## src/logic/key_sleep_defs.vh

```
`ifndef KEY_SLEEP_DEFS_VH
`define KEY_SLEEP_DEFS_VH

// ----------------------------------------
// frame bytes
// ----------------------------------------
`define HDR_COMMAND      8'h6b
`define HDR_REPLY        8'h15
`define OPC_REWRITE      8'h07
`define OPC_SLEEP        8'h0d
`define OPC_NONCE        8'h0f
`define RPL_REWRITE      8'h87
`define RPL_SLEEP        8'h8d
`define RPL_NONCE        8'h8f
`define LEN_HIGH         8'h00
`define LEN_REWRITE_LOW  8'h13
`define LEN_SLEEP_LOW    8'h04
`define LEN_NONCE_LOW    8'h03
`define LEN_STATUS_LOW   8'h04
`define LEN_NONCE_RPL    8'h13
`define DLEN_REWRITE     8'h20
`define DLEN_SLEEP       8'h01
`define DLEN_NONCE_REQ   8'h00
`define DLEN_STATUS      8'h01
`define DLEN_NONCE_RPL   8'h10
`define STATUS_OK        8'h00
`define STATUS_FAIL      8'h01

// ----------------------------------------
// sleep settings and timing
// ----------------------------------------
`define SLEEP_SEL_60     8'h00
`define SLEEP_SEL_90     8'h01
`define SLEEP_SEL_120    8'h02
`define SLEEP_SEL_180    8'h03
`define SLEEP_SEL_OFF    8'h04
`define SLEEP_S_60       8'd60
`define SLEEP_S_90       8'd90
`define SLEEP_S_120      8'd120
`define SLEEP_S_180      8'd180
`define CLK_PERIOD_NS    40
`define SECOND_NS        1000000000
`define SECOND_CYCLES    (`SECOND_NS / `CLK_PERIOD_NS)

// ----------------------------------------
// frame geometry
// ----------------------------------------
`define STATUS_DATA_IDX  5'd5
`define STATUS_LAST_IDX  5'd6
`define NONCE_LAST_IDX   5'd21
`define MAX_PAYLOAD      32

`endif

```

## src/logic/key_sleep_cmd.v

```verilog
// Overview of operation
// [RULE1] command frames open with 6bh, then a two-byte length, low byte first
// [RULE2] last byte is xor of all other bytes; sent on replies, checked on requests
// [RULE3] opcode 07h with length 1300h is a master key rewrite request
// [RULE4] host sends data length 20h and 32 bytes: encrypted nonce, encrypted new key
// [RULE5] payload decrypted with current key; new key kept only if nonce matches
// [RULE6] rewrite reply: 15h, 0400h, 87h, 01h, status 00h ok or 01h fail
// [RULE7] after reset sleep follows 60 s of continuous idle unless reconfigured
// [RULE8] opcode 0dh with length 0400h and data length 01h sets the sleep interval
// [RULE9] setting 00h 60 s, 01h 90 s, 02h 120 s, 03h 180 s, 04h disables sleep
// [RULE10] accepted setting becomes the idle time before sleep
// [RULE11] sleep reply: 15h, 0400h, 8dh, 01h, status 00h ok or 01h fail
// [RULE12] opcode 0fh returns a fresh 16-byte nonce under 8fh and keeps it
// [RULE13] valid frame restarts idle timer; bad checksum or setting above 04h fails
`timescale 1ns/1ps
`include "key_sleep_defs.vh"

module key_sleep_cmd #(
  parameter [127:0] DEFAULT_KEY   = 128'h0123456789abcdef0123456789abcdef,
  parameter         SECOND_TICKS  = `SECOND_CYCLES
) (
  input  wire         core_clk,
  input  wire         rst_n,
  input  wire         rx_valid,
  output wire         rx_ready,
  input  wire [7:0]   rx_data,
  output wire         tx_valid,
  input  wire         tx_ready,
  output wire [7:0]   tx_data,
  input  wire [127:0] rnd_value,
  output reg          aes_start,
  output reg  [127:0] aes_din,
  output wire [127:0] aes_key,
  input  wire         aes_done,
  input  wire [127:0] aes_dout,
  output reg  [127:0] master_key,
  output reg          key_updated,
  output reg          sleep_active,
  output reg  [7:0]   sleep_setting
);

  // ----------------------------------------
  // states
  // ----------------------------------------
  localparam [10:0] S_HDR  = 11'h001;
  localparam [10:0] S_LENL = 11'h002;
  localparam [10:0] S_LENH = 11'h004;
  localparam [10:0] S_OPC  = 11'h008;
  localparam [10:0] S_PLEN = 11'h010;
  localparam [10:0] S_DATA = 11'h020;
  localparam [10:0] S_FRAME_XOR_CHECK = 11'h040;
  localparam [10:0] S_EXEC = 11'h080;
  localparam [10:0] S_AES1 = 11'h100;
  localparam [10:0] S_AES2 = 11'h200;
  localparam [10:0] S_TX   = 11'h400;

  reg  [10:0] state_reg;
  reg  [7:0]  len_lo_reg;
  reg  [7:0]  len_hi_reg;
  reg  [7:0]  opc_reg;
  reg  [7:0]  plen_reg;
  reg  [7:0]  cnt_reg;
  reg  [7:0]  xor_reg;
  reg         frame_xor_check_ok_reg;
  reg  [7:0]  payload [0:`MAX_PAYLOAD-1];
  reg  [127:0] nonce_reg;
  reg         nonce_valid_reg;
  reg  [7:0]  rpl_code_reg;
  reg  [7:0]  rpl_status_reg;
  reg         rpl_nonce_reg;
  reg  [4:0]  tx_idx_reg;
  reg  [7:0]  tx_xor_reg;
  reg         frame_ok;
  reg  [7:0]  tx_byte;
  reg  [4:0]  tx_last;
  wire        push_ready;
  wire        push;
  wire [7:0]  rx_byte;
  wire        rx_take;
  wire        req_ok;
  wire [127:0] block_a;
  wire [127:0] block_b;

  assign rx_ready = (state_reg == S_HDR) | (state_reg == S_LENL) | (state_reg == S_LENH) |
                    (state_reg == S_OPC) | (state_reg == S_PLEN) | (state_reg == S_DATA) |
                    (state_reg == S_FRAME_XOR_CHECK);
  assign rx_take  = rx_valid & rx_ready;
  assign rx_byte  = rx_data;
  assign aes_key  = master_key;

  genvar g;
  generate
    for (g = 0; g < 16; g = g + 1) begin : g_blk
      assign block_a[127-8*g -: 8] = payload[g];
      assign block_b[127-8*g -: 8] = payload[g+16];
    end
  endgenerate

  // ----------------------------------------
  // request validity per opcode
  // ----------------------------------------
  assign req_ok = frame_xor_check_ok_reg & (len_hi_reg == `LEN_HIGH) & (
    ((opc_reg == `OPC_REWRITE) & (len_lo_reg == `LEN_REWRITE_LOW) &
     (plen_reg == `DLEN_REWRITE)) |                                        // see [RULE3] [RULE4]
    ((opc_reg == `OPC_SLEEP) & (len_lo_reg == `LEN_SLEEP_LOW) &
     (plen_reg == `DLEN_SLEEP)) |                                          // see [RULE8]
    ((opc_reg == `OPC_NONCE) & (len_lo_reg == `LEN_NONCE_LOW) &
     (plen_reg == `DLEN_NONCE_REQ)));

  // ----------------------------------------
  // reply byte generator
  // ----------------------------------------
  always @* begin
    tx_last = rpl_nonce_reg ? `NONCE_LAST_IDX : `STATUS_LAST_IDX;
    case (tx_idx_reg)
      5'd0:    tx_byte = `HDR_REPLY;
      5'd1:    tx_byte = rpl_nonce_reg ? `LEN_NONCE_RPL : `LEN_STATUS_LOW; // see [RULE6] [RULE11]
      5'd2:    tx_byte = `LEN_HIGH;
      5'd3:    tx_byte = rpl_code_reg;
      5'd4:    tx_byte = rpl_nonce_reg ? `DLEN_NONCE_RPL : `DLEN_STATUS;
      default: tx_byte = rpl_nonce_reg ? nonce_reg[127 - 8*(tx_idx_reg - 5'd5) -: 8]
                                       : rpl_status_reg;
    endcase
    if (tx_idx_reg == tx_last)
      tx_byte = tx_xor_reg;                                                 // see [RULE2]
  end

  assign push = (state_reg == S_TX) & push_ready;

  // ----------------------------------------
  // frame engine
  // ----------------------------------------
  always @(posedge core_clk or negedge rst_n) begin
    if (!rst_n) begin
      state_reg       <= S_HDR;
      len_lo_reg      <= 8'h00;
      len_hi_reg      <= 8'h00;
      opc_reg         <= 8'h00;
      plen_reg        <= 8'h00;
      cnt_reg         <= 8'h00;
      xor_reg         <= 8'h00;
      frame_xor_check_ok_reg     <= 1'b0;
      nonce_reg       <= 128'h0;
      nonce_valid_reg <= 1'b0;
      rpl_code_reg    <= 8'h00;
      rpl_status_reg  <= 8'h00;
      rpl_nonce_reg   <= 1'b0;
      tx_idx_reg      <= 5'd0;
      tx_xor_reg      <= 8'h00;
      aes_start       <= 1'b0;
      aes_din         <= 128'h0;
      master_key      <= DEFAULT_KEY;
      key_updated     <= 1'b0;
      sleep_setting   <= `SLEEP_SEL_60;
      frame_ok        <= 1'b0;
    end else begin
      aes_start   <= 1'b0;
      key_updated <= 1'b0;
      frame_ok    <= 1'b0;
      case (state_reg)
        S_HDR: if (rx_take && rx_byte == `HDR_COMMAND) begin               // see [RULE1]
          xor_reg   <= rx_byte;
          state_reg <= S_LENL;
        end
        S_LENL: if (rx_take) begin
          len_lo_reg <= rx_byte;                                            // see [RULE1]
          xor_reg    <= xor_reg ^ rx_byte;
          state_reg  <= S_LENH;
        end
        S_LENH: if (rx_take) begin
          len_hi_reg <= rx_byte;
          xor_reg    <= xor_reg ^ rx_byte;
          state_reg  <= S_OPC;
        end
        S_OPC: if (rx_take) begin
          opc_reg   <= rx_byte;
          xor_reg   <= xor_reg ^ rx_byte;
          state_reg <= S_PLEN;
        end
        S_PLEN: if (rx_take) begin
          plen_reg  <= rx_byte;
          xor_reg   <= xor_reg ^ rx_byte;
          cnt_reg   <= 8'h00;
          state_reg <= (rx_byte == 8'h00) ? S_FRAME_XOR_CHECK : S_DATA;
        end
        S_DATA: if (rx_take) begin
          // bytes past the buffer are still summed but not kept
          if (cnt_reg < `MAX_PAYLOAD)
            payload[cnt_reg[4:0]] <= rx_byte;
          xor_reg <= xor_reg ^ rx_byte;
          cnt_reg <= cnt_reg + 8'h01;
          if (cnt_reg + 8'h01 == plen_reg)
            state_reg <= S_FRAME_XOR_CHECK;
        end
        S_FRAME_XOR_CHECK: if (rx_take) begin
          frame_xor_check_ok_reg <= ((xor_reg ^ rx_byte) == 8'h00);                   // see [RULE2]
          state_reg   <= S_EXEC;
        end
        S_EXEC: begin
          frame_ok       <= frame_xor_check_ok_reg;                                    // see [RULE13]
          tx_idx_reg     <= 5'd0;
          tx_xor_reg     <= 8'h00;
          rpl_nonce_reg  <= 1'b0;
          rpl_status_reg <= `STATUS_FAIL;                                   // see [RULE13]
          state_reg      <= S_TX;
          case (opc_reg)
            `OPC_NONCE: begin
              if (req_ok) begin
                nonce_reg       <= rnd_value;                               // see [RULE12]
                nonce_valid_reg <= 1'b1;
                rpl_code_reg    <= `RPL_NONCE;
                rpl_nonce_reg   <= 1'b1;
              end else
                state_reg <= S_HDR;
            end
            `OPC_REWRITE: begin
              rpl_code_reg <= `RPL_REWRITE;
              if (req_ok && nonce_valid_reg) begin
                aes_din   <= block_a;                                       // see [RULE5]
                aes_start <= 1'b1;
                state_reg <= S_AES1;
              end
            end
            `OPC_SLEEP: begin
              rpl_code_reg <= `RPL_SLEEP;
              if (req_ok && payload[0] <= `SLEEP_SEL_OFF) begin             // see [RULE13]
                sleep_setting  <= payload[0];                               // see [RULE10]
                rpl_status_reg <= `STATUS_OK;
              end
            end
            default: state_reg <= S_HDR;
          endcase
        end
        S_AES1: if (aes_done) begin
          if (aes_dout == nonce_reg) begin                                  // see [RULE5]
            aes_din   <= block_b;
            aes_start <= 1'b1;
            state_reg <= S_AES2;
          end else begin
            nonce_valid_reg <= 1'b0;
            state_reg       <= S_TX;
          end
        end
        S_AES2: if (aes_done) begin
          // the nonce is single use so a replayed payload cannot rekey twice
          master_key      <= aes_dout;                                      // see [RULE5]
          key_updated     <= 1'b1;
          nonce_valid_reg <= 1'b0;
          rpl_status_reg  <= `STATUS_OK;                                    // see [RULE6]
          state_reg       <= S_TX;
        end
        S_TX: if (push) begin
          tx_xor_reg <= tx_xor_reg ^ tx_byte;
          tx_idx_reg <= tx_idx_reg + 5'd1;
          if (tx_idx_reg == tx_last)
            state_reg <= S_HDR;
        end
        default: state_reg <= S_HDR;
      endcase
    end
  end

  // ----------------------------------------
  // two-entry reply buffer
  // ----------------------------------------
  reg  [7:0] buf0_reg;
  reg  [7:0] buf1_reg;
  reg  [1:0] fill_reg;
  wire       pop;

  assign tx_valid   = (fill_reg != 2'd0);
  assign tx_data    = buf0_reg;
  assign push_ready = (fill_reg != 2'd2);
  assign pop        = tx_valid & tx_ready;

  always @(posedge core_clk or negedge rst_n) begin
    if (!rst_n) begin
      buf0_reg <= 8'h00;
      buf1_reg <= 8'h00;
      fill_reg <= 2'd0;
    end else begin
      case ({push, pop})
        2'b10: begin
          if (fill_reg == 2'd0)
            buf0_reg <= tx_byte;
          else
            buf1_reg <= tx_byte;
          fill_reg <= fill_reg + 2'd1;
        end
        2'b01: begin
          buf0_reg <= buf1_reg;
          fill_reg <= fill_reg - 2'd1;
        end
        2'b11: begin
          if (fill_reg == 2'd1)
            buf0_reg <= tx_byte;
          else begin
            buf0_reg <= buf1_reg;
            buf1_reg <= tx_byte;
          end
        end
        default: fill_reg <= fill_reg;
      endcase
    end
  end

  // ----------------------------------------
  // idle timer
  // ----------------------------------------
  reg  [31:0] tick_cnt_reg;
  reg  [7:0]  idle_sec_reg;
  reg  [7:0]  limit;
  wire        sec_tick;

  assign sec_tick = (tick_cnt_reg == SECOND_TICKS - 1);

  always @* begin
    case (sleep_setting)                                                    // see [RULE9]
      `SLEEP_SEL_90:  limit = `SLEEP_S_90;
      `SLEEP_SEL_120: limit = `SLEEP_S_120;
      `SLEEP_SEL_180: limit = `SLEEP_S_180;
      default:        limit = `SLEEP_S_60;
    endcase
  end

  always @(posedge core_clk or negedge rst_n) begin
    if (!rst_n) begin
      tick_cnt_reg <= 32'd0;
      idle_sec_reg <= 8'd0;
      sleep_active <= 1'b0;
    end else if (frame_ok) begin
      // any good frame wakes the reader and restarts the idle span
      tick_cnt_reg <= 32'd0;                                                // see [RULE13]
      idle_sec_reg <= 8'd0;
      sleep_active <= 1'b0;
    end else if (sleep_setting == `SLEEP_SEL_OFF) begin
      tick_cnt_reg <= 32'd0;                                                // see [RULE9]
      idle_sec_reg <= 8'd0;
      sleep_active <= 1'b0;
    end else begin
      tick_cnt_reg <= sec_tick ? 32'd0 : tick_cnt_reg + 32'd1;
      if (sec_tick && idle_sec_reg < limit)
        idle_sec_reg <= idle_sec_reg + 8'd1;
      if (idle_sec_reg >= limit)
        sleep_active <= 1'b1;                                               // see [RULE7] [RULE10]
    end
  end

endmodule // key_sleep_cmd

```

## config.mk

```make
export PLATFORM = sky130hd
export DESIGN_NAME = key_sleep_cmd
export DESIGN_NICKNAME = d
export VERILOG_FILES = /design/src/logic/key_sleep_cmd.v
export VERILOG_INCLUDE_DIRS = /design/src /design/src/logic
export SDC_FILE = /design/constraint.sdc
export NUM_CORES = 1
export LEC_CHECK = 0
export BUFFER_PORTS_ARGS = -buffer_cell sky130_fd_sc_hd__buf_2
export CAP_MARGIN = 30
export CORE_MARGIN = 3
export CORE_UTILIZATION = 55
export DETAILED_ROUTE_END_ITERATION = 8
export HOLD_SLACK_MARGIN = 0.1
export PLACE_DENSITY = 0.87
export REMOVE_ABC_BUFFERS = 1
export SYNTH_ARGS = -nofsm -noshare
export SYNTH_HDL_FRONTEND = slang
export SYNTH_SLANG_ARGS = --single-unit
```

## constraint.sdc

```tcl
create_clock -name core_clk -period 7.25 [get_ports core_clk]
set_input_delay 1.45 -clock core_clk [delete_from_list [all_inputs] [get_ports core_clk]]
set_output_delay 1.45 -clock core_clk [all_outputs]
set_load 0.1 [all_outputs]
```

======== Word-level counts from Yosys, hierarchy flattened ========
Memories as Yosys holds them, arrays and structs flattened.
Index checks and enable logic that the tools add are counted.
operators by class
  $add $sub $neg .......................... 8
  multipliers ............................. 0
  divide/modulo/power cells ............... 0
  magnitude comparators ................... 4
  equal/unequal tests ..................... 60
  shift operators ......................... 1
  multiplexer cells ....................... 82
  bitwise logic cells ..................... 21
  reductions and logical operators ........ 43
operators by type and width
  cell                                                   number
  2-to-1 mux 128 bit                                     4
  one-hot mux 128 bit (2 select lines)                   1
  2-to-1 mux 11 bit                                      15
  indexed part select 135 x 33 -> 8 bit                  1
  equality test 128 bit                                  1
  2-to-1 mux 8 bit                                       16
  one-hot mux 11 bit (11 select lines)                   1
  2-to-1 mux 32 bit                                      3
  one-hot mux 8 bit (2 select lines)                     5
  one-hot mux 8 bit (3 select lines)                     3
  inequality test 2 bit, second input constant           21
  one-hot mux 8 bit (5 select lines)                     1
  one-hot mux 11 bit (3 select lines)                    1
  adder 32 x 1 -> 32 bit, second input constant          1
  equality test 32 x 25 -> 1 bit, second input constant  1
  zero test 8 bit                                        4
  equality test 8 x 2 -> 1 bit, second input constant    3
  equality test 8 x 3 -> 1 bit, second input constant    3
  2-to-1 mux 1 bit                                       23
  2-to-1 mux 5 bit                                       4
  AND reduction 2 bit                                    9
  AND reduction 3 bit                                    6
  adder 8 x 1 -> 8 bit, second input constant            2
  equality test 8 x 1 -> 1 bit, second input constant    2
  other kinds (49)                                       88
word-level totals
  flip-flop bits (word level) ............. 545
  bits in latches ......................... 0
  memory bits (writable) .................. 256
  memory bits (read-only) ................. 0
  input bits .............................. 269
  word-level logic and storage cells ...... 247
  memories ................................ 1
memory list
  name     depth  width  read ports  clocked after memory_dff  wr ports  RTL line            text
  payload  32     8      32          0                         1         key_sleep_cmd.v:65  reg [7:0] payload [0:`MAX_PAYLOAD-1];

======== Depth between registers and ports, before layout ========
  word-level depth ........................ 12
  mapped depth ............................ 15
  depth with buffers taken out ............ 13

======== Worst setup path before layout ========
No wires, ideal clock.
  path kind ............................... in2reg
  start ................................... input port aes_dout[22]
  end ..................................... register aes_din[100]
  library setup time ...................... 128 ps
  arrival time ............................ 3,625 ps
  path slack .............................. 3,497 ps
  stages .................................. 9
  cells stage by stage .................... nor2b_1 > a2111o_1 > a2111oi_2 > nand4_1 > or4_4 > o21ai_4 > buf_8 > buf_8 > mux2_1
on the way
  longest elaborated chain between the ends .. 3
RTL lines
  what                             RTL line             text
  start, declared                  key_sleep_cmd.v:35   input wire [127:0] aes_dout,
  equality test 128 bit            key_sleep_cmd.v:235  if (aes_dout == nonce_reg) begin
  inequality test 2 bit (no line)  n/a
  AND reduction 5 bit (no line)    n/a
  end signal, assigned             key_sleep_cmd.v:219  aes_din <= block_a;
  end signal, assigned             key_sleep_cmd.v:236  aes_din <= block_b;
  end, declared                    key_sleep_cmd.v:32   output reg [127:0] aes_din,
No other way between the ends.
A chain may end at the register's enable or synchronous reset.

======== Final worst setup path ========
  start ................................... input port aes_dout[105]
  end ..................................... register aes_din[73]
The elaborated chain is that of the path after synthesis.

==> out/summary.txt <==
Run status -> finished clean
Yosys warns -> 0
Mean area per synthesized cell -> 14.3 um^2
Number of antenna violations at the first check in global routing -> 43
Vias in the first global route -> 23,100
Wire length of the first global-routing pass -> 157,000 um
Die width -> 260 um
Max_slew headroom -> 31.8%
Maximum level of the CTS H-tree -> 3
Distinct cell type count after synthesis -> 86
Tcrit/Tclk final -> 61.1%
Placer congestion estimate -> 0.942
Setup WS post-layout -> 2.82 ns
Setup CP Type -> in2reg
Inst Count DP -> 3,791
Number of max-cap violations -> 0
Number of sinks on the clock net -> 789
Latest clock arrival within the worst-skew pair -> 0.64 ns
Share of cells above drive strength 1 -> 42.9%
Average detailed-routed wire length per instance -> 27.4 um
Number of enable-type register cells in the synthesized netlist -> 256
Worst endpoint data arrival time -> 4.93 ns
Launching element type of the critical path -> input port
Max Freq -> 0.226 GHz
Most used DFF post-synth -> sky130_fd_sc_hd__dfrtp_1
Clock buffers created by TritonCTS -> 82
Register with the highest flop count -> payload
Initial cell density of the core -> 55.9%
Clock skew after layout -> 0.0347 ns
Count of input and output buffers -> 673
Number of buffers added to fix hold violations after cts -> 0
Setup repair after global routing missed its margin -> no
Core Box Area -> 63,300 um^2
Clock root cell -> sky130_fd_sc_hd__clkbuf_16
Area added between synthesis and finish -> 17.5%
Flip-flop count of the largest register after layout -> 256
Clock edge transition at the registers on the reported setup and hold paths -> 0.06 ns
Worst Setup Slack post-DPL -> 2.23 ns
Nets -> 3,324
Estimated wirelength of the detail-placed design -> 80,000 um
First-pass iteration count of the detailed router -> 5
Die ar. -> 67,400 um^2
Post-synthesis instance total -> 2,480
Final wirelength -> 109,000 um
Non-filler instance count after layout -> 3,975
Setup slack of the worst register-to-register path -> 2.87 ns
Post-route DRC -> 0
Number of standard-cell rows in the floorplan -> 92
Maximum cell stage delay along the critical path -> 0.64 ns
Transition time at the pin with the least slew margin -> 1.02 ns
Cell area power density -> 243 nW/um^2
Count of pins over their slew limit -> 0
Post-CTS Setup Repair Bufs -> 0
Leak -> 0.0190 uW
Worst min path class -> reg2reg
Routed vias/inst -> 5.81
Peak ir drop on the vdd network -> 175 uV
Die Ht -> 260 um
Cell at the slowest stage of the critical path -> sky130_fd_sc_hd__or4_4
Final setup fails -> 0
Top-level port count -> 674
Fraction of synthesis flops using an asynchronous set or reset pin -> 67.6%
Capturing element type of the critical path -> flip-flop
Total via count after detailed routing -> 23,100
Largest buffer count on any clock path -> 3
Final hold violation count -> 0
Gr usage total -> 32.0%
Post-synthesis cell area -> 35,400 um^2
Critical-path cell list -> buf_2 -> xnor2_1 -> nand4_1 -> nor4_1 -> nand2_1 -> or4_4 -> o21ai_4 -> buf_4 -> buf_16 -> mux2_1
Critical Path RT -> 7.76 ns
Cts repair resizes -> 0
TritonCTS clock tree -> yes
Maximum number of pins on one net before global-route repair -> 169
Starting DRC count in detailed routing -> 1,979
Antenna Violating Nets Remaining -> 0
Grt total ovfl -> 0
Time the worst path needs with I/O delays and setup -> 4.43 ns
Sequential share of the synthesized area -> 59.7%
Number of storage elements in the synthesis netlist -> 789
Largest fanout of any net on the critical path -> 53
path summary, 6_finish.rpt:
check / from / endpoint / cells after the start
setup / recovery: aes_dout[105] / aes_din[73] / 10
hold / removal: aes_din[105] / aes_din[105] / 1
setup reg to reg: tx_idx_reg[0] / buf1_reg[1] / 8
hold reg to reg: aes_din[105] / aes_din[105] / 1
max in group asynchronous: rst_n / aes_key[58] / 3
min in group asynchronous: rst_n / aes_din[72] / 1
area by class of cell:
cell class,count,area (um^2)
Fill cell,4505,21800
Sequential cell,789,21100
Multi-Input combinational cell,1417,12600
Timing Repair Buffer,699,3650
Clock buffer,106,2310
Tap cell,846,1060
Clock inverter,47,607
Inverter,42,158
Antenna cell,29,72.6
report_power, final:
part	switching [uW]	internal (uW)	total, uW
clock network	1840	2640	4490
logic	477	292	769
registers	127	4720	4840
cells in the final DEF, fill, tap and decap left out, types with 9 or more instances in the layout:
cell type and count:
sky130_fd_sc_hd__diode_2 29, sky130_fd_sc_hd__nor2_1 122, sky130_fd_sc_hd__dfstp_2 65, sky130_fd_sc_hd__ha_1 23, sky130_fd_sc_hd__mux2_4 16, sky130_fd_sc_hd__inv_1 41, sky130_fd_sc_hd__nand2_1 66, sky130_fd_sc_hd__mux4_2 33
sky130_fd_sc_hd__buf_2 672, sky130_fd_sc_hd__and3_1 14, sky130_fd_sc_hd__mux2i_1 15, sky130_fd_sc_hd__mux2_2 341, sky130_fd_sc_hd__clkbuf_8 13, sky130_fd_sc_hd__o21ai_0 54, sky130_fd_sc_hd__bufinv_16 10, sky130_fd_sc_hd__clkbuf_1 9
sky130_fd_sc_hd__dfrtp_1 467, sky130_fd_sc_hd__xor2_1 30, sky130_fd_sc_hd__or3_1 14, sky130_fd_sc_hd__xnor2_1 141, sky130_fd_sc_hd__a21oi_1 39, sky130_fd_sc_hd__nor2b_1 26, sky130_fd_sc_hd__clkinv_2 24, sky130_fd_sc_hd__nand4_1 54
sky130_fd_sc_hd__mux2_1 191, sky130_fd_sc_hd__clkbuf_16 84, sky130_fd_sc_hd__buf_4 19, sky130_fd_sc_hd__nor3_1 15, sky130_fd_sc_hd__nand2b_1 11, sky130_fd_sc_hd__edfxtp_1 256, sky130_fd_sc_hd__nor4_1 17, sky130_fd_sc_hd__nand3_1 43
metrics by stage:
stage | setup TNS, ns | total power [uW] | area, um^2 | hold slack [ns] | util, %
after global routing | 0 | 10400 | 41500 | 0.489 | 65.6
after floorplan | -26.06 | 5320 | 33800 | 0.450 | -
after global placement | 0 | 5660 | 38500 | 0.462 | 60.8
after detailed placement | 0 | 5680 | 38500 | 0.469 | 60.8
after CTS | 0 | 10200 | 41400 | 0.483 | 65.5
final | 0 | 10100 | 41500 | 0.479 | 65.6
Yosys cell counts (6+ instances only):
master	n	area [um^2]
sky130_fd_sc_hd__a22oi_1	6	45.0
sky130_fd_sc_hd__nand2_1	66	248
sky130_fd_sc_hd__mux2_4	16	240
sky130_fd_sc_hd__xnor2_1	141	1230
sky130_fd_sc_hd__clkbuf_1	42	158
sky130_fd_sc_hd__o2bb2ai_1	6	52.6
sky130_fd_sc_hd__edfxtp_1	256	7690
sky130_fd_sc_hd__inv_1	41	154
sky130_fd_sc_hd__mux4_2	33	743
sky130_fd_sc_hd__a21oi_1	39	195
sky130_fd_sc_hd__o21ai_1	8	40.0
sky130_fd_sc_hd__dfrtp_1	468	11700
sky130_fd_sc_hd__nor2b_1	26	163
sky130_fd_sc_hd__nor3_1	15	75.1
sky130_fd_sc_hd__ha_1	24	300
sky130_fd_sc_hd__buf_1	8	30.0
sky130_fd_sc_hd__nand2b_1	11	68.8
sky130_fd_sc_hd__mux2i_1	15	150
sky130_fd_sc_hd__o22ai_1	8	50.1
sky130_fd_sc_hd__buf_4	131	983
sky130_fd_sc_hd__mux2_1	191	2150
sky130_fd_sc_hd__or3_1	14	87.6
sky130_fd_sc_hd__dfstp_2	65	1710
sky130_fd_sc_hd__and3_1	15	93.8
sky130_fd_sc_hd__mux2_2	341	3840
sky130_fd_sc_hd__buf_8	11	165
sky130_fd_sc_hd__buf_2	37	185
sky130_fd_sc_hd__xor2_1	31	272
sky130_fd_sc_hd__nor2_1	122	458
sky130_fd_sc_hd__o21ai_0	54	270
sky130_fd_sc_hd__nor4_1	17	106
sky130_fd_sc_hd__nand4_1	54	338
sky130_fd_sc_hd__nand3_1	43	215
layer usage:
layer | part of all wire [%] | GRT usage (%) | up-vias | wire length, um
li1 | - | - | 10000 | -
met1 | 38 | 40.0 | 11800 | 41300
met2 | 49 | 53.1 | 1021 | 53300
met3 | 7.9 | 7.78 | 251 | 8620
met4 | 5.3 | 14.3 | 12 | 5760
met5 | 0.068 | 0 | - | 74
worst max-delay path, delay by kind of cell:
family | cells | cell delay, ns
AND/OR/NAND/NOR | 4 | 1.59
XOR/XNOR | 1 | 0.36
multiplexers | 1 | 0.38
AO/OA/AOI/OAI | 1 | 0.21
buffers and inverters | 3 | 0.87
kinds of logic (layout without fill, tap and decap cells):
logic type / Yosys count / in the layout / synth area share (%)
DFF: 789 / 789 / 59.7
muxes: 596 / 596 / 20.1
and+or+nand+nor: 437 / 437 / 6.65
buffers and inverters: 274 / 894 / 4.84
AOI/OAI and AO/OA: 188 / 188 / 3.60
xor gates and xnor gates: 172 / 172 / 4.26
adders and majority gates: 24 / 24 / 0.849
other: 0 / 29 / 0
No activity file was read; power rests on OpenSTA's default activity.
